==> src/hdl/adc_seq_pkg.sv <==
`default_nettype none
package adc_seq_pkg;

    // Register indices on the plain port (byte-wide data in the low bits).
    localparam logic [3:0] CTRL_IDX = 4'h0;
    localparam logic [3:0] CFG_IDX = 4'h1;
    localparam logic [3:0] RES_HI_IDX = 4'h2;
    localparam logic [3:0] RES_LO_IDX = 4'h3;
    localparam logic [3:0] FLAG_IDX = 4'h4;

    // Control register fields.
    localparam int CTRL_ON_BIT = 0;
    localparam int CTRL_GO_BIT = 1;

    // Acquisition/clock configuration register fields.
    localparam int ACQ_LSB = 3;
    localparam int CCS_LSB = 0;
    localparam logic [7:0] CFG_RESET = 8'h00;
    localparam logic [2:0] ACQ_MANUAL = 3'h0;

    // Conversion timing in bit periods.
    localparam logic [4:0] CONV_BITS = 5'h0B;
    localparam logic [4:0] RECOVER_BITS = 5'h02;
    localparam logic [4:0] MANUAL_DELAY_BITS = 5'h01;

    // Instruction cycle is four oscillator periods.
    localparam logic [1:0] INSTR_DIV_MAX = 2'h3;

    // Internal RC bit period: 1.2 us typical.
    localparam int RC_PERIOD_NS = 1200;
    localparam int CLK_PERIOD_NS = 20;
    localparam int RC_DIV_CYCLES = (RC_PERIOD_NS + CLK_PERIOD_NS - 1) / CLK_PERIOD_NS;

    typedef enum logic [2:0] {
        ST_SAMPLE = 3'h0,
        ST_DELAY = 3'h1,
        ST_ACQ = 3'h2,
        ST_CONV = 3'h3,
        ST_RECOVER = 3'h4
    } seq_state_type;

    typedef struct packed {
        logic sample_en;
        logic convert_en;
        logic bit_strobe;
    } analog_ctl_type;

endpackage
`default_nettype wire

==> src/hdl/tad_divider.sv <==
`timescale 1ns/10ps
`default_nettype none
module tad_divider #(
    parameter int RC_DIV = 60
) (
    input wire logic clk, // System clock.
    input wire logic rstn, // Asynchronous reset, active low.
    input wire logic run, // Divider counts only while high.
    input wire logic [2:0] sel, // Conversion clock select.
    output logic tick // One-cycle pulse per bit period.
);
    logic [6:0] cnt_r;
    logic [6:0] cnt_nxt;
    logic [6:0] limit;

    // Select codes 000,100,001,101,010,110 give 2..64 periods; x11 is the RC source.
    function automatic logic [6:0] div_limit(input logic [2:0] s);
        logic [6:0] v;
        v = 7'h01;
        unique case (s)
            3'h0: v = 7'h01;
            3'h4: v = 7'h03;
            3'h1: v = 7'h07;
            3'h5: v = 7'h0F;
            3'h2: v = 7'h1F;
            3'h6: v = 7'h3F;
            3'h3, 3'h7: v = 7'(RC_DIV - 1);
        endcase
        return v;
    endfunction

    assign limit = div_limit(sel);
    assign tick = run && (cnt_r == limit);
    assign cnt_nxt = (!run || tick) ? 7'h00 : cnt_r + 7'h01;

    always_ff @(posedge clk or negedge rstn) begin
        if (!rstn) begin
            cnt_r <= 7'h00;
        end else begin
            cnt_r <= cnt_nxt;
        end
    end

    tick_spacing_a: assert property (@(posedge clk) disable iff (!rstn)
        $rose(run) && sel == 3'h0 |-> !tick ##1 tick)
        else $error("bit period of two clocks not produced");
endmodule
`default_nettype wire

==> src/hdl/adc_acquisition_sequencer.sv <==
// Notes on behaviour
// - Acquisition select, bits 5:3 of configuration, picks 2 to 20 bit periods.
// - Nonzero acquisition: go keeps sampling for that time, then converts.
// - Acquisition code 000: go stops sampling and converts without acquisition.
// - Acquisition select resets to 000, manual mode.
// - On completion clear go, set done flag, resume sampling.
// - No status shows acquisition end or conversion start; only go.
// - Conversion lasts exactly 11 bit periods.
// - Clock select decodes 2,4,8,16,32,64 oscillator periods or RC source.
// - Manual mode delays conversion start by one instruction cycle.
// - Completion loads 10-bit result into high and low registers.
// - Clearing go aborts; result registers keep previous value.
// - After completion or abort wait 2 bit periods before sampling.
// - Trigger ignored while converter is off.
`timescale 1ns/10ps
`default_nettype none
module adc_acquisition_sequencer #(
    parameter int RC_DIV = adc_seq_pkg::RC_DIV_CYCLES
) (
    input wire logic clk, // 50 MHz system clock.
    input wire logic rstn, // Asynchronous reset, active low.
    input wire logic [3:0] addr, // Register index.
    input wire logic [7:0] wdata, // Write data.
    input wire logic wr, // Write strobe.
    input wire logic rd, // Read strobe.
    output logic [7:0] rdata, // Read data, valid the cycle after rd.
    input wire logic trigger, // Compare unit special event, same clock.
    input wire logic [9:0] sar_result, // Result from successive approximation logic.
    output var adc_seq_pkg::analog_ctl_type analog_ctl, // Sample switch and conversion controls.
    output logic conv_done_irq_flag // Sticky done flag.
);
    adc_seq_pkg::seq_state_type state_r, state_nxt;
    logic [7:0] cfg_r;
    logic on_r;
    logic go_r;
    logic go_nxt;
    logic flag_r;
    logic [9:0] result_r;
    logic [4:0] cnt_r;
    logic [4:0] cnt_nxt;
    logic [1:0] icyc_r;
    logic [7:0] rdata_r;
    logic tick;
    logic [2:0] acq_sel;
    logic [2:0] clk_sel;
    logic manual;
    logic wr_ctrl;
    logic wr_flag;
    logic wr_hi;
    logic wr_lo;
    logic go_set;
    logic go_clr_sw;
    logic cnt_last;
    logic done;
    logic busy;
    logic instr_tick;
    logic [7:0] rsel;
    logic abort;
    logic div_run;
    logic start;

    // Acquisition codes 1..7 give 2,4,6,8,12,16,20 bit periods.
    function automatic logic [4:0] acq_len(input logic [2:0] s);
        logic [4:0] v;
        v = 5'h02;
        unique case (s)
            3'h0: v = 5'h00;
            3'h1: v = 5'h02;
            3'h2: v = 5'h04;
            3'h3: v = 5'h06;
            3'h4: v = 5'h08;
            3'h5: v = 5'h0C;
            3'h6: v = 5'h10;
            3'h7: v = 5'h14;
        endcase
        return v;
    endfunction

    assign acq_sel = cfg_r[adc_seq_pkg::ACQ_LSB +: 3];
    assign clk_sel = cfg_r[adc_seq_pkg::CCS_LSB +: 3];
    assign manual = (acq_sel == adc_seq_pkg::ACQ_MANUAL);
    assign wr_ctrl = wr && (addr == adc_seq_pkg::CTRL_IDX);
    assign wr_flag = wr && (addr == adc_seq_pkg::FLAG_IDX);
    assign wr_hi = wr && (addr == adc_seq_pkg::RES_HI_IDX);
    assign wr_lo = wr && (addr == adc_seq_pkg::RES_LO_IDX);
    // A go request while off is dropped, as is the trigger.
    assign go_set = on_r && ((wr_ctrl && wdata[adc_seq_pkg::CTRL_GO_BIT]) || trigger);
    assign go_clr_sw = wr_ctrl && !wdata[adc_seq_pkg::CTRL_GO_BIT];
    assign busy = (state_r == adc_seq_pkg::ST_DELAY) || (state_r == adc_seq_pkg::ST_ACQ)
        || (state_r == adc_seq_pkg::ST_CONV);
    assign cnt_last = tick && (cnt_r == 5'h01);
    assign done = (state_r == adc_seq_pkg::ST_CONV) && cnt_last && go_r;
    assign instr_tick = (icyc_r == adc_seq_pkg::INSTR_DIV_MAX);
    assign abort = busy && (!go_r || !on_r);
    // The divider restarts as a conversion or recovery begins, so no bit period comes out short.
    assign div_run = (state_r != adc_seq_pkg::ST_SAMPLE) && !abort
        && !((state_r == adc_seq_pkg::ST_DELAY) && instr_tick);
    // A go set during recovery is kept and starts the next cycle once sampling resumes.
    assign start = go_set || (go_r && on_r);

    tad_divider #(
        .RC_DIV(RC_DIV)
    ) u_div (
        .clk(clk),
        .rstn(rstn),
        .run(div_run),
        .sel(clk_sel),
        .tick(tick)
    );

    always_comb begin
        state_nxt = state_r;
        cnt_nxt = cnt_r;
        unique case (state_r)
            adc_seq_pkg::ST_SAMPLE: begin
                if (start && manual) begin
                    state_nxt = adc_seq_pkg::ST_DELAY;
                end else if (start) begin
                    state_nxt = adc_seq_pkg::ST_ACQ;
                    cnt_nxt = acq_len(acq_sel);
                end
            end
            adc_seq_pkg::ST_DELAY: begin
                if (instr_tick) begin
                    state_nxt = adc_seq_pkg::ST_CONV;
                    cnt_nxt = adc_seq_pkg::CONV_BITS;
                end
            end
            adc_seq_pkg::ST_ACQ: begin
                if (tick) begin
                    cnt_nxt = cnt_r - 5'h01;
                end
                if (cnt_last) begin
                    state_nxt = adc_seq_pkg::ST_CONV;
                    cnt_nxt = adc_seq_pkg::CONV_BITS;
                end
            end
            adc_seq_pkg::ST_CONV: begin
                if (tick) begin
                    cnt_nxt = cnt_r - 5'h01;
                end
                if (cnt_last) begin
                    state_nxt = adc_seq_pkg::ST_RECOVER;
                    cnt_nxt = adc_seq_pkg::RECOVER_BITS;
                end
            end
            adc_seq_pkg::ST_RECOVER: begin
                if (tick) begin
                    cnt_nxt = cnt_r - 5'h01;
                end
                if (cnt_last) begin
                    state_nxt = adc_seq_pkg::ST_SAMPLE;
                end
            end
            default: begin
                state_nxt = adc_seq_pkg::ST_SAMPLE;
            end
        endcase
        // Abort: go cleared by software or converter switched off while busy.
        if (abort) begin
            state_nxt = adc_seq_pkg::ST_RECOVER;
            cnt_nxt = adc_seq_pkg::RECOVER_BITS;
        end
    end

    // Go drops on completion; a fresh set wins over completion in the same cycle.
    assign go_nxt = go_set ? 1'b1 : (go_clr_sw || done || !on_r) ? 1'b0 : go_r;

    always_ff @(posedge clk or negedge rstn) begin
        if (!rstn) begin
            state_r <= adc_seq_pkg::ST_SAMPLE;
            cnt_r <= 5'h00;
            icyc_r <= 2'h0;
        end else begin
            state_r <= state_nxt;
            cnt_r <= cnt_nxt;
            icyc_r <= (state_r == adc_seq_pkg::ST_DELAY) ? icyc_r + 2'h1 : 2'h0;
        end
    end

    always_ff @(posedge clk or negedge rstn) begin
        if (!rstn) begin
            cfg_r <= adc_seq_pkg::CFG_RESET;
            on_r <= 1'b0;
            go_r <= 1'b0;
            flag_r <= 1'b0;
        end else begin
            if (wr && addr == adc_seq_pkg::CFG_IDX) begin
                cfg_r <= wdata & 8'h3F;
            end
            if (wr_ctrl) begin
                on_r <= wdata[adc_seq_pkg::CTRL_ON_BIT];
            end
            go_r <= go_nxt;
            // Hardware set wins over a software clear in the same cycle.
            flag_r <= done ? 1'b1 : (wr_flag && !wdata[0]) ? 1'b0 : flag_r;
        end
    end

    // Result has no reset value; software may also write it.
    always_ff @(posedge clk) begin
        if (done) begin
            result_r <= sar_result;
        end else begin
            if (wr_hi) begin
                result_r[9:8] <= wdata[1:0];
            end
            if (wr_lo) begin
                result_r[7:0] <= wdata;
            end
        end
    end

    // Control readback shows only go and on; the phase stays hidden.
    assign rsel = (addr == adc_seq_pkg::CTRL_IDX) ? {6'h00, go_r, on_r} :
        (addr == adc_seq_pkg::CFG_IDX) ? cfg_r :
        (addr == adc_seq_pkg::RES_HI_IDX) ? {6'h00, result_r[9:8]} :
        (addr == adc_seq_pkg::RES_LO_IDX) ? result_r[7:0] :
        (addr == adc_seq_pkg::FLAG_IDX) ? {7'h00, flag_r} : 8'h00;

    always_ff @(posedge clk or negedge rstn) begin
        if (!rstn) begin
            rdata_r <= 8'h00;
        end else begin
            rdata_r <= rd ? rsel : 8'h00;
        end
    end

    assign rdata = rdata_r;
    assign conv_done_irq_flag = flag_r;
    assign analog_ctl = '{
        sample_en: (state_r == adc_seq_pkg::ST_SAMPLE) || (state_r == adc_seq_pkg::ST_ACQ),
        convert_en: (state_r == adc_seq_pkg::ST_CONV),
        bit_strobe: tick && (state_r == adc_seq_pkg::ST_CONV)
    };

    manual_stop_a: assert property (@(posedge clk) disable iff (!rstn)
        state_r == adc_seq_pkg::ST_SAMPLE && go_set && manual |=> !analog_ctl.sample_en)
        else $error("manual start did not stop sampling");
    manual_delay_a: assert property (@(posedge clk) disable iff (!rstn)
        state_r == adc_seq_pkg::ST_SAMPLE && go_set && manual && on_r && !go_clr_sw
        |=> (state_r == adc_seq_pkg::ST_DELAY) [*4])
        else $error("manual start not delayed one instruction");
    auto_acq_a: assert property (@(posedge clk) disable iff (!rstn)
        state_r == adc_seq_pkg::ST_SAMPLE && go_set && !manual |=> state_r == adc_seq_pkg::ST_ACQ)
        else $error("programmed acquisition not entered");
    done_flag_a: assert property (@(posedge clk) disable iff (!rstn)
        done |=> flag_r && (!go_r || $past(go_set)) && state_r == adc_seq_pkg::ST_RECOVER)
        else $error("completion effects missing");
    result_load_a: assert property (@(posedge clk) disable iff (!rstn)
        done |=> result_r == $past(sar_result))
        else $error("result not loaded");
    abort_keep_a: assert property (@(posedge clk) disable iff (!rstn)
        busy && !go_r && !wr_hi && !wr_lo |=> $stable(result_r) && state_r == adc_seq_pkg::ST_RECOVER)
        else $error("abort changed result");
    off_ignore_a: assert property (@(posedge clk) disable iff (!rstn)
        !on_r && !go_r |=> !go_r)
        else $error("go set while converter off");
    conv_len_a: assert property (@(posedge clk) disable iff (!rstn)
        $rose(analog_ctl.convert_en) |-> cnt_r == adc_seq_pkg::CONV_BITS && !tick)
        else $error("conversion length wrong");
    recover_a: assert property (@(posedge clk) disable iff (!rstn)
        state_r == adc_seq_pkg::ST_RECOVER && $past(state_r) != adc_seq_pkg::ST_RECOVER
        |-> cnt_r == adc_seq_pkg::RECOVER_BITS)
        else $error("recovery wait not two bit periods");
endmodule
`default_nettype wire

==> config.mk <==
export PLATFORM = sky130hd
export DESIGN_NAME = adc_acquisition_sequencer
export DESIGN_NICKNAME = d
export VERILOG_FILES = /design/src/hdl/adc_seq_pkg.sv /design/src/hdl/tad_divider.sv /design/src/hdl/adc_acquisition_sequencer.sv
export SDC_FILE = /design/constraint.sdc
export NUM_CORES = 1
export LEC_CHECK = 0
export BUFFER_PORTS_ARGS = -buffer_cell sky130_fd_sc_hd__buf_4
export CAP_MARGIN = 20
export CORE_ASPECT_RATIO = 0.9
export CORE_UTILIZATION = 47
export CTS_CLUSTER_DIAMETER = 80
export DETAILED_ROUTE_END_ITERATION = 6
export PLACE_DENSITY = 0.65
export SLEW_MARGIN = 20
export SYNTH_ARGS = -nofsm -noshare
export SYNTH_HDL_FRONTEND = slang
export SYNTH_HIERARCHICAL = 1
export SYNTH_SLANG_ARGS = --single-unit
==> constraint.sdc <==
create_clock -name clk -period 4 [get_ports clk]
set_input_delay 0.6 -clock clk [delete_from_list [all_inputs] [get_ports clk]]
set_output_delay 0.6 -clock clk [all_outputs]
set_load 0.01 [all_outputs]
* After elaboration in Yosys (flattened, before gate mapping) *
Memory sizes are Yosys's and may differ from the RTL's.
Index checks and enable logic that the tools add are counted.

word-level totals
  register bits = 44
  bits in read-only memories = 72
  output and inout bits = 12
  memories = 2

operators by class
  add/sub/neg operators = 3
  equal/unequal tests = 18
  multiplexer cells = 31
  reduce and logical (&&, ||, !) cells = 47

memory list
  memory            depth  bits a word  read ports  clocked after memory_dff  write ports  line                             RTL
  (name not given)  8      5            1           0                         0            tad_divider.sv:20                unique case (s)
  (name not given)  8      4            1           0                         0            adc_acquisition_sequencer.sv:66  unique case (s)

operators by type and width
  kind                 count
  $mux 8               6
  $mux 5               7
  $pmux 5 s5           1
  $mux 3               7
  $logic_and 1x1->1    20
  $ne 3x3->1 const B   5
  $pmux 3 s5           1
  $mux 10              1
  $logic_or 1x1->1     9
  $eq 4x2->1 const B   2
  $reduce_bool 2->1    4
  $add 7x1->7 const B  1
  $eq 7x7->1           1
  $logic_not 1->1      7
  $mux 7               1
  $eq 3x2->1 const B   2
  $logic_not 3->1      2
  $reduce_bool 6->1    1
  $eq 5x1->1 const B   1
  $mux 1               5
  $reduce_and 5->1     1
  $sub 5x1->5 const B  1
  $eq 4x1->1 const B   1
  $eq 4x3->1 const B   1
  10 further kinds     11

* Depth between registers and ports, before layout *
Gate-level depths: netlist (run 1).

  word-level depth = 15
  gate-level depth with buffers = 11
  depth with buffers taken out = 11

* Modules after synthesis *
The synthesis (run 1) kept the hierarchy.

by module, submodules not included
  module                     instances  cells an instance  area each (um2)  seq. area each (um2)
  adc_acquisition_sequencer  1          195                2125.8           975.9
  tad_divider                1          45                 469.2            175.2

* Worst setup path before layout (run 1) *
Ideal clock, no wire load.

  path kind = reg2reg
  start = reg cfg_r[1]
  end = reg result_r[0] (enable)
  library setup time = 0.329 ns
  arrival = 2.767 ns
  required time = 3.671 ns
  setup slack = 0.904 ns
  cell stages (with the launch flop) = 12
  buffers on the path = 1
  clock period less this slack = 3.096 ns
  cell sequence = dfrtp_1 -> inv_1 -> ha_1 -> nor2b_4 -> or3_4 -> a21oi_4 -> and3_1 -> nand2b_1 -> nor4b_4 -> nand3_1 -> buf_2 -> nand2_1

between the ends
  longest elaborated chain between the ends = 7

RTL lines
  element                          line                              RTL
  start: declaration               adc_acquisition_sequencer.sv:33   logic [7:0] cfg_r;
  start signal: assignment         adc_acquisition_sequencer.sv:183  cfg_r <= adc_seq_pkg::CFG_RESET;
  start signal: assignment         adc_acquisition_sequencer.sv:189  cfg_r <= wdata & 8'h3F;
  $mem_v2 8x5                      n/a
  $eq 7x7->1                       tad_divider.sv:33                 assign tick = run && (cnt_r == limit);
  $logic_and 1x1->1                tad_divider.sv:33
  named net tick                   adc_acquisition_sequencer.sv:43   logic tick;
  $logic_and 1x1->1                adc_acquisition_sequencer.sv:91   assign cnt_last = tick && (cnt_r == 5'h01);
  $logic_and 1x1->1 (2 in series)  adc_acquisition_sequencer.sv:92   assign done = (state_r == adc_seq_pkg::ST_CONV) && cnt_last && go_r;
  $reduce_bool 2->1 (no line)      n/a
  end signal: assignment           adc_acquisition_sequencer.sv:203  result_r <= sar_result;
  end signal: assignment           adc_acquisition_sequencer.sv:209  result_r[7:0] <= wdata;
  end: declaration                 adc_acquisition_sequencer.sv:38   logic [9:0] result_r;

The timed path passes the listed nets, and every way through them passes these cells.
A chain may end at the register's enable or synchronous reset.

* Worst setup path after layout (run 1) *
Same ends and word-level chain as after synthesis.

==> reports/results.tsv, run 1 <==
stage	metric	value	unit
yosys	count of state elements after synthesis	44	
critical_path	WP data arrival	3.41	ns
yosys	Yosys Warn Count	6	
yosys	xor and xnor area share after synthesis	0.03713	
clock_network	H-tree depth	2	
drt	drt first pass iters	4	
clock_network	setup bufs post-CTS	0	
sta	skew final	0.01124	ns
placed_design	PortBufs	38	
yosys	Post-synth EDFFs	10	
global_routing	vias in the first global route	1864	
yosys	sequential element share of the synthesized area	0.4436	
power	Static Leak	0.001311	uW
placed_design	DP Wirelength	3.997	mm
critical_path	startpoint types	flop	
layout	fin nets	310	
die	num ports	39	
yosys	Synth Area in Simple Gates	0.1924	
sta	final setup fails	0	
global_routing	layer with the highest usage	met2	
die	DIE HEIGHT	72.49	um
clock_network	# hold bufs at CTS	0	
global_routing	total congestion overflow	0	
drt	wire per inst	16.18	um
worst_hold_path	Min-Delay Path Class	input pin to asynchronous set/reset pin	
die	initial core utilization	0.4909	
yosys	largest family of logic cells by synthesized area	simple AND/OR/NAND/NOR gates	
sta	Final Hold Vio Count	0	
global_routing	initial antenna violation count	0	
drt	via count	2014	
critical_path	R2R depth	10	
clock_network	Sink Count	44	
drt	drt first-iter violations	81	
sta	Slew @ Worst Pin	0.8074	ns
drt	residual DRC count	0	
power	Max VDD drop	0.0003527	V
drt	via-per-instance ratio	5.838	
critical_path	WS Path Type	flop to flop	
power	PnR Total Power	1684	uW
sta	Max-slew headroom	0.4541	
yosys	post-synthesis mux area share	0.1311	
critical_path	Critical Path Fanout Max	13	
die	# rows	25	
critical_path	crit end category	flop	
run_status	status	finished, final reports clean	
placed_design	DP Worst Slack	0.5682	ns
yosys	syn nets	273	
job	total of max-cap violations	0	
yosys	post-synthesis instance total	240	
global_routing	global-route track usage on met2	0.3257	
clock_network	Clock Pin Slew Worst Setup and Hold Paths	0.09	ns
sta	final setup margin	0.5468	ns
sta	fin. max-slew vios	0	
yosys	ys flop type	dfrtp_1	
layout	commonest cells after routing, fill and taps aside	40 x buf_4, 34 x dfrtp_1, 20 x mux2_2	
critical_path	Worst Path Required	3.95	ns
layout	share of cells above drive strength 1	0.2914	
power	pwr/cell area	547.9	nW/um2
clock_network	insertion delay to the later sink of the worst-skew pair	0.29	ns
yosys	Mapped Avg Cell Area	10.81	um2
sta	RSZ-0062 raised after global routing	false	
yosys	Synth cell types	52	
global_routing	largest net degree at the start of global routing	35	
clock_network	Max Root-Sink Buffers	2	
yosys	fraction of registers with async set or reset after synthesis	0.7727	
yosys	compound-cell area share of the yosys netlist	0.1403	
die	Core ar.	5286	um2
sta	Final min period	3.453	ns
clock_network	CTS root buf	clkbuf_8	
clock_network	post-cts resize count	0	
drt	Routed Antenna Nets	0	
global_routing	first-pass GRT wire length	9.287	mm
global_routing	met1 GRT Util	0.2980	
drt	drt total wl	5.581	mm
layout	Syn-to-layout area delta	18.42	%
global_routing	GRT met3 Usage	0.03899	
layout	cell area after layout	3073	um2
sta	total negative slack	0	ns
sta	Fmax achieved	289.6	MHz
layout	ant diodes	0	
die	die width	80.33	um
sta	final cycle utilization of the critical path	0.8633	
layout	commonest non-fill, non-tap cell in the layout	buf_4	
global_routing	gr usage total	0.2099	
die	die footprint	5823	um2
clock_network	CTS tree	built	
clock_network	CTS Buf Count	5	
yosys	adder-cell share of the synthesized area	0.02893	
placed_design	GPL Wtd Cong	0.8038	
placed_design	Area after DPL	2940	um2
yosys	mapped cell area	2595	um2
[flip-flops by register name, indices dropped and copies added, names as in the netlist]
signal and count:
rdata 8, state_r 3, cnt_r 5, result_r 10
u_div/cnt_r 7, icyc_r 2, go_r 1, on_r 1
cfg_r 6, conv_done_irq_flag 1
[cells in the mapped netlist, types with 4 or more instances]
library cell   n  share of area
a211oi_1       8          0.023
a21oi_1        9          0.017
and3_1         8          0.019
clkbuf_1       8          0.012
dfrtp_1       34           0.33
edfxtp_1      10           0.12
ha_1           6          0.029
inv_1          8          0.012
mux2_2        20          0.087
mux2i_1        7          0.027
nand2_1       15          0.022
nand2b_1       4         0.0096
nand3_1        9          0.017
nor2_1        14          0.020
nor2b_1        4         0.0096
nor3_1         7          0.013
nor4b_1        4          0.013
o21ai_0       11          0.021
o31ai_1        4          0.012
xnor2_1        7          0.024
xor2_1         4          0.013
[cell families (layout without fill, tap and decap cells)]
logic type                 after synthesis  in the layout
muxes                                   29             29
xor gates and xnor gates                11             11
adders and majority gates                6              6
and+or+nand+nor                         84             84
buffers and inverters                   18             56
DFF                                     44             44
AOI/OAI and AO/OA                       48             48
[power breakdown]
| part | switching, uW | leakage [uW] | internal [uW] |
|---|---|---|---|
| Clock | 152 | 0.0000654 | 250 |
| Sequential | 117 | 0.000537 | 533 |
| Combinational | 330 | 0.000708 | 302 |
| Total | 599 | 0.00131 | 1080 |
[path summary, 6_finish.rpt]
path | slack (ns) | startpoint | endpoint
worst max-delay path | 0.55 | cfg_r[1]$_DFFE_PN0P_ | result_r[0]$_DFFE_PP_
worst min-delay path | 0.25 | rstn | cnt_r[3]$_DFFE_PN0P_
worst max register to register | 0.55 | cfg_r[1]$_DFFE_PN0P_ | result_r[0]$_DFFE_PP_
worst min register to register | 0.45 | icyc_r[0]$_DFF_PN0_ | icyc_r[0]$_DFF_PN0_
max in group asynchronous | 3.43 | rstn | cfg_r[0]$_DFFE_PN0P_
min in group clk | 0.45 | icyc_r[0]$_DFF_PN0_ | icyc_r[0]$_DFF_PN0_
[critical path, cell delays in order, from the launching register on]
cell and delay, ns:
dfrtp_1 0.45, inv_1 0.07, ha_1 0.22, and2b_2 0.21, xnor2_1 0.11, nor2_1 0.32, and3_1 0.37, nand2b_1 0.13
nor4b_4 0.25, nand3_1 0.48, nand2_1 0.50
[layout make-up]
class	count	area [um2]
fillers	471	2213
multi-input cells	178	1375
flip-flops and latches	44	1151
repair buffers	40	300.3
well taps	67	83.83
clock buffers	6	72.57
clock inverters	2	60.06
inverters	8	30.03
[per-stage QoR]
step | cells | hold WS [ns] | util
after global placement | 337 | 0.4365 | 0.5562
after global routing | 345 | 0.2836 | 0.5813
after CTS | 345 | 0.2599 | 0.5813
after detailed placement | 337 | 0.4437 | 0.5562
final | 345 | 0.2457 | 0.5813
after floorplan | 240 | 0.3044 | -
[per-layer routing]
layer	up-vias	wire (um)
met4	0	52
met5	-	0
met2	60	2574
li1	968	-
met1	980	2710
met3	6	244
(Power assumes the default switching activity.)
==> inputs of run 2 (changes only) <==
- CORE_MARGIN: default -> 2
==> reports/results.tsv, run 2 (same netlist as run 1, synthesis figures left out) <==
stage	metric	value	unit	change
run_status	status	finished, final reports clean		
sta	fin. max-slew vios	0		unchanged
layout	Syn-to-layout area delta	17.45	%	
power	Static Leak	0.001300	uW	-0.78%
drt	drt first pass iters	4		unchanged
clock_network	CTS tree	built		
layout	Finished Layout Cells	345		unchanged
layout	Biggest register	result_r		
sta	skew final	0.009735	ns	-0.001501 ns
placed_design	GPL Wtd Cong	0.8404		+4.6%
clock_network	CTS root buf	clkbuf_8		
sta	hold_ws	0.2431	ns	-0.002531 ns
critical_path	Critical Path Fanout Max	13		unchanged
drt	residual DRC count	0		unchanged
critical_path	crit end category	flop		
critical_path	WS Path Type	flop to flop		
sta	Final min period	3.461	ns	+0.007315 ns
sta	Max-slew headroom	0.4712		+0.01701
die	initial core utilization	0.4909		unchanged
clock_network	Max Root-Sink Buffers	2		unchanged
drt	wire per inst	16.36	um	+1.1%
clock_network	post-cts resize count	0		unchanged
drt	drt total wl	5.643	mm	+1.1%
die	# rows	25		unchanged
power	Max VDD drop	0.0003328	V	-5.6%
critical_path	CP max stage delay	0.50	ns	about the same
job	total of max-cap violations	0		unchanged
die	die footprint	6132	um2	+5.3%
drt	Routed Antenna Nets	0		unchanged
clock_network	Sink Count	44		unchanged
global_routing	total congestion overflow	0		unchanged
layout	commonest non-fill, non-tap cell in the layout	buf_4		
power	pwr/cell area	536.2	nW/um2	-2.1%
clock_network	Clock Pin Slew Worst Setup and Hold Paths	0.09	ns	about the same
critical_path	Largest delay share family, worst path	simple AND/OR/NAND/NOR gates		
placed_design	DP Worst Slack	0.5651	ns	-0.003102 ns
die	DIE HEIGHT	74.49	um	+2.8%
die	die width	82.33	um	+2.5%
placed_design	PortBufs	38		unchanged
critical_path	startpoint types	flop		
clock_network	CTS Buf Count	5		unchanged
clock_network	# hold bufs at CTS	0		unchanged
placed_design	DP Wirelength	4.071	mm	+1.8%
drt	via-per-instance ratio	5.814		-0.40%
worst_hold_path	Min-Delay Path Class	input pin to asynchronous set/reset pin		
layout	Largest register FFs	10		unchanged
global_routing	gr usage total	0.1917		-0.01815
sta	Final Hold Vio Count	0		unchanged
sta	total negative slack	0	ns	unchanged
sta	final setup fails	0		unchanged
layout	fin nets	310		unchanged
critical_path	CP cell instances	inv_1 -> ha_1 -> xnor2_1 -> nand4b_1 -> nor2_1 -> and3_1 -> nand2b_1 -> nor4b_4 -> nand3_1 -> nand2_1		
critical_path	CP bufs+invs	1		unchanged
placed_design	Area after DPL	2940	um2	unchanged
layout	share of cells above drive strength 1	0.2914		unchanged
critical_path	WP data arrival	3.42	ns	about the same
drt	drt first-iter violations	136		+68%
layout	commonest cells after routing, fill and taps aside	40 x buf_4, 34 x dfrtp_1, 20 x mux2_2		
die	Core ar.	5286	um2	unchanged
layout	cell area after layout	3048	um2	-0.81%
critical_path	Slowest cell on crit path	nand2_1		
global_routing	vias in the first global route	1837		-1.4%
global_routing	first-pass GRT wire length	8.873	mm	-4.5%
global_routing	largest net degree at the start of global routing	35		unchanged
sta	RSZ-0062 raised after global routing	false		
sta	Fmax achieved	289.0	MHz	-0.21%
clock_network	insertion delay to the later sink of the worst-skew pair	0.30	ns	about the same
placed_design	Inst Count DP	337		unchanged
sta	Slew @ Worst Pin	0.7823	ns	-0.02516 ns
drt	via count	2006		-0.40%
sta	final setup margin	0.5394	ns	-0.007315 ns
clock_network	setup bufs post-CTS	0		unchanged
sta	final cycle utilization of the critical path	0.8651		+0.001829
global_routing	initial antenna violation count	0		unchanged
critical_path	Worst Path Required	3.96	ns	about the same
die	num ports	39		unchanged
clock_network	H-tree depth	2		unchanged
layout	ant diodes	0		unchanged
[run 2: cell types whose count changed in the layout (fill, tap and decap cells not counted), sizes merged]
cell / before / now
bufinv: 2 / 1
clkinv: 0 / 1
[run 2: metal layers]
metal / vias up / part of all wire / global-route usage
li1: 964 / - / -
met1: 987 / 0.47 / 0.2851
met2: 50 / 0.47 / 0.2858
met3: 5 / 0.059 / 0.03762
met4: 0 / 0.0058 / 0.05185
met5: - / 0 / 0
[run 2: worst paths after layout]
| check | to | depth (start not counted) | startpoint | slack, ns |
|---|---|---|---|---|
| setup / recovery | result_r[2]$_DFFE_PP_ | 10 | cfg_r[1]$_DFFE_PN0P_ | 0.54 |
| hold / removal | cnt_r[2]$_DFFE_PN0P_ | 1 | rstn | 0.24 |
| setup reg to reg | result_r[2]$_DFFE_PP_ | 10 | cfg_r[1]$_DFFE_PN0P_ | 0.54 |
| hold reg to reg | icyc_r[0]$_DFF_PN0_ | 1 | icyc_r[0]$_DFF_PN0_ | 0.45 |
| max in group asynchronous | cfg_r[5]$_DFFE_PN0P_ | 1 | rstn | 3.44 |
| min in group clk | icyc_r[0]$_DFF_PN0_ | 1 | icyc_r[0]$_DFF_PN0_ | 0.45 |
[run 2: stage by stage]
| step | util | total power [uW] |
|---|---|---|
| 3_3_place_gp | 0.5562 | 1287 |
| 4_1_cts | 0.5766 | 1635 |
| 5_1_grt | 0.5766 | 1738 |
| 3_5_place_dp | 0.5562 | 1291 |
| 6_report | 0.5766 | 1634 |
| 2_1_floorplan | - | 1120 |
[run 2: cell type report]
cell class | count | area (um2)
inverters | 8 | 30.03
repair buffers | 40 | 300.3
clock inverters | 2 | 35.03
fillers | 474 | 2238
clock buffers | 6 | 72.57
well taps | 67 | 83.83
multi-input cells | 178 | 1375
flip-flops and latches | 44 | 1151
[run 2: power by group]
group | switching (uW) | total [uW] | internal, uW
Sequential | 119 | 652 | 533
Combinational | 336 | 638 | 302
Clock | 159 | 344 | 186
==> inputs of run 3 (changes only) <==
- ABC_AREA: default -> 1
- CORE_ASPECT_RATIO: 0.9 -> 1.25
- CORE_MARGIN: 2 -> 5
==> reports/results.tsv, run 3 <==
stage	metric	value	unit	change
clock_network	Clock Pin Slew Worst Setup and Hold Paths	0.09	ns	about the same
power	internal power	946.0	uW	-7.3%
layout	fin nets	403		+30%
layout	ant diodes	0		unchanged
power	Psw	660.3	uW	+7.6%
die	Core ar.	5405	um2	+2.2%
clock_network	Max Root-Sink Buffers	2		unchanged
sta	final cycle utilization of the critical path	0.7801		-0.08504
critical_path	WP data arrival	3.04	ns	-0.38 ns
critical_path	WS Path Type	flop to flop		
sta	Max-slew headroom	0.3093		-0.1618
placed_design	GPL Wtd Cong	0.9039		+7.6%
drt	drt total wl	6.042	mm	+7.1%
layout	share of cells above drive strength 1	0.2264		-0.06495
critical_path	crit end category	flop		
yosys	Synth top area share	0.3250		-0.002821
clock_network	setup bufs post-CTS	0		unchanged
yosys	largest area contributor in the netlist	dfrtp_1		
yosys	fraction of registers with async set or reset after synthesis	0.7727		unchanged
yosys	post-synthesis mux area share	0.01577		-0.1154
critical_path	Largest delay share family, worst path	simple AND/OR/NAND/NOR gates		
critical_path	Slowest cell on crit path	dfrtp_1		
global_routing	first-pass GRT wire length	10.29	mm	+16%
placed_design	DP Wirelength	4.775	mm	+17%
layout	commonest cells after routing, fill and taps aside	87 x nand2_1, 38 x buf_4, 36 x inv_1		
power	Sw Share	0.4111		+0.03547
job	total of max-cap violations	0		unchanged
drt	drt first pass iters	5		+1
critical_path	Critical Path Fanout Max	15		+2
layout	Biggest register	result_r		
drt	via-per-instance ratio	5.168		-11%
drt	wire per inst	13.89	um	-15%
sta	skew final	0.004214	ns	-0.005522 ns
layout	Largest register FFs	10		unchanged
drt	drt first-iter violations	108		-21%
die	DIE HEIGHT	93.44	um	+25%
power	clock power share	0.212		about the same
die	die footprint	7171	um2	+17%
global_routing	total congestion overflow	0		unchanged
clock_network	# hold bufs at CTS	0		unchanged
clock_network	CTS tree	built		
layout	commonest non-fill, non-tap cell in the layout	nand2_1		
sta	Fmax achieved	320.5	MHz	+11%
yosys	synth top area cells	dfrtp_1 33%, nand2_1 12%, edfxtp_1 11%, inv_1 5.2%, nor2_1 5.0%		
drt	Routed Antenna Nets	0		unchanged
yosys	mapped cell area	2618	um2	+0.87%
yosys	cell with the most instances after synthesis	nand2_1		
yosys	syn nets	360		+32%
sta	fin. max-slew vios	0		unchanged
yosys	compound-cell area share of the yosys netlist	0.08556		-0.05474
sta	Final Hold Vio Count	0		unchanged
yosys	Synth cell types	36		-31%
die	# rows	30		+20%
yosys	Post-synth EDFFs	10		unchanged
yosys	ys flop type	dfrtp_1		
critical_path	CP bufs+invs	4		+3
sta	final setup fails	0		unchanged
clock_network	insertion delay to the later sink of the worst-skew pair	0.30	ns	about the same
clock_network	CTS root buf	clkbuf_8		
sta	total negative slack	0	ns	unchanged
clock_network	post-cts resize count	0		unchanged
critical_path	CP max stage delay	0.45	ns	-0.05 ns
critical_path	startpoint types	flop		
die	initial core utilization	0.4843		-0.006628
yosys	sequential element share of the synthesized area	0.4398		-0.003817
global_routing	initial antenna violation count	0		unchanged
yosys	post-synthesis instance total	327		+36%
power	Max VDD drop	0.0004283	V	+29%
critical_path	Worst Path Required	3.92	ns	-0.04 ns
yosys	count of state elements after synthesis	44		unchanged
drt	via count	2248		+12%
yosys	adder-cell share of the synthesized area	0.02868		-0.0002489
drt	residual DRC count	0		unchanged
yosys	xor and xnor area share after synthesis	0.02008		-0.01705
power	pwr/cell area	522.5	nW/um2	-2.5%
sta	Final min period	3.120	ns	-0.3401 ns
yosys	Mapped Avg Cell Area	8.005	um2	-26%
power	Static Leak	0.001601	uW	+23%
global_routing	vias in the first global route	2240		+22%
yosys	largest family of logic cells by synthesized area	simple AND/OR/NAND/NOR gates		
die	num ports	39		unchanged
power	Sequential Power Share	0.379		-0.020
sta	final setup margin	0.8796	ns	+0.3401 ns
power	Logic pwr share	0.409		+0.019
yosys	Yosys Warn Count	6		unchanged
layout	Syn-to-layout area delta	17.45	%	about the same
sta	RSZ-0062 raised after global routing	false		
die	die width	76.75	um	-6.8%
yosys	Synth Area in Simple Gates	0.3399		+0.1475
critical_path	CP cell instances	nor2_2 -> inv_2 -> nand3_2 -> inv_1 -> a211oi_1 -> inv_1 -> nor2_1 -> inv_2 -> nor2_2 -> nand3_4 -> nor2_8 -> nand2_4 -> o21ai_0		
clock_network	CTS Buf Count	5		unchanged
clock_network	Sink Count	44		unchanged
run_status	status	finished, final reports clean		
worst_hold_path	Min-Delay Path Class	input pin to asynchronous set/reset pin		
global_routing	gr usage total	0.1776		-0.01408
placed_design	PortBufs	38		unchanged
clock_network	H-tree depth	2		unchanged
placed_design	DP Worst Slack	0.8700	ns	+0.3049 ns
sta	Slew @ Worst Pin	1.025	ns	+0.2429 ns
global_routing	largest net degree at the start of global routing	35		unchanged
yosys	commonest cells in the netlist	87 x nand2_1, 36 x inv_1, 35 x nor2_1		
## run 3: cell count changes after synthesis, sizes merged, moves of 7 or more
cell	before	now
and3	8	0
clkbuf	8	0
inv	8	44
mux2	20	3
mux2i	7	0
nand2	15	94
nand3	9	29
nor2	14	48
## run 3: power groups by stage
stage          registers, uW  clock network, uW  logic (uW)
6_report                 608                340         658
2_1_floorplan            601                  0         489
3_3_place_gp             615                  0         651
5_1_grt                  620                369         746
4_1_cts                  608                350         662
3_5_place_dp             617                  0         659
## run 3: kinds of logic (layout without fill, tap and decap cells)
| kind of cell | Yosys count | after routing |
|---|---|---|
| flops | 44 | 44 |
| mux | 3 | 3 |
| buf+inv | 46 | 90 |
| fa+ha+maj | 6 | 6 |
| compound gates | 38 | 38 |
| xor+xnor | 6 | 6 |
| simple gates | 184 | 184 |
## run 3: cell type report
type | count | area, um2
tap | 64 | 80.08
inverter | 44 | 167.7
fill | 519 | 2331
clock buffer | 6 | 72.57
multi-input combinational | 237 | 1282
timing repair buffer | 38 | 285.3
sequential | 44 | 1151
clock inverter | 2 | 35.03
## run 3: final timing paths
path / from / endpoint / slack (ns) / depth (start not counted)
setup / recovery: state_r[1]$_DFFE_PN0P_ / result_r[2]$_DFFE_PP_ / 0.88 / 13
hold / removal: rstn / rdata[4]$_DFF_PN0_ / 0.24 / 1
setup reg to reg: state_r[1]$_DFFE_PN0P_ / result_r[2]$_DFFE_PP_ / 0.88 / 13
hold reg to reg: icyc_r[0]$_DFF_PN0_ / icyc_r[0]$_DFF_PN0_ / 0.45 / 1
max in group asynchronous: rstn / u_div/cnt_r[1]$_DFF_PN0_ / 3.44 / 1
min in group clk: icyc_r[0]$_DFF_PN0_ / icyc_r[0]$_DFF_PN0_ / 0.45 / 1
## run 3: metrics by stage
stage	cell area [um2]	power (uW)	hold slack, ns	std cells	utilization
floorplan	2618	1090	0.3044	327	-
global placement	2967	1266	0.4273	427	0.5488
detailed placement	2967	1277	0.4473	427	0.5488
CTS	3074	1620	0.2556	435	0.5688
global route	3074	1735	0.2695	435	0.5688
finish	3074	1606	0.2417	435	0.5688
## run 3: metal layers
metal / vias to the layer above / GRT usage / wire [um]
met2: 51 / 0.3194 / 3071
met5: - / 0 / 0
met4: 0 / 0.07143 / 163
li1: 1137 / - / -
met1: 1048 / 0.2046 / 2573
met3: 12 / 0.03468 / 234
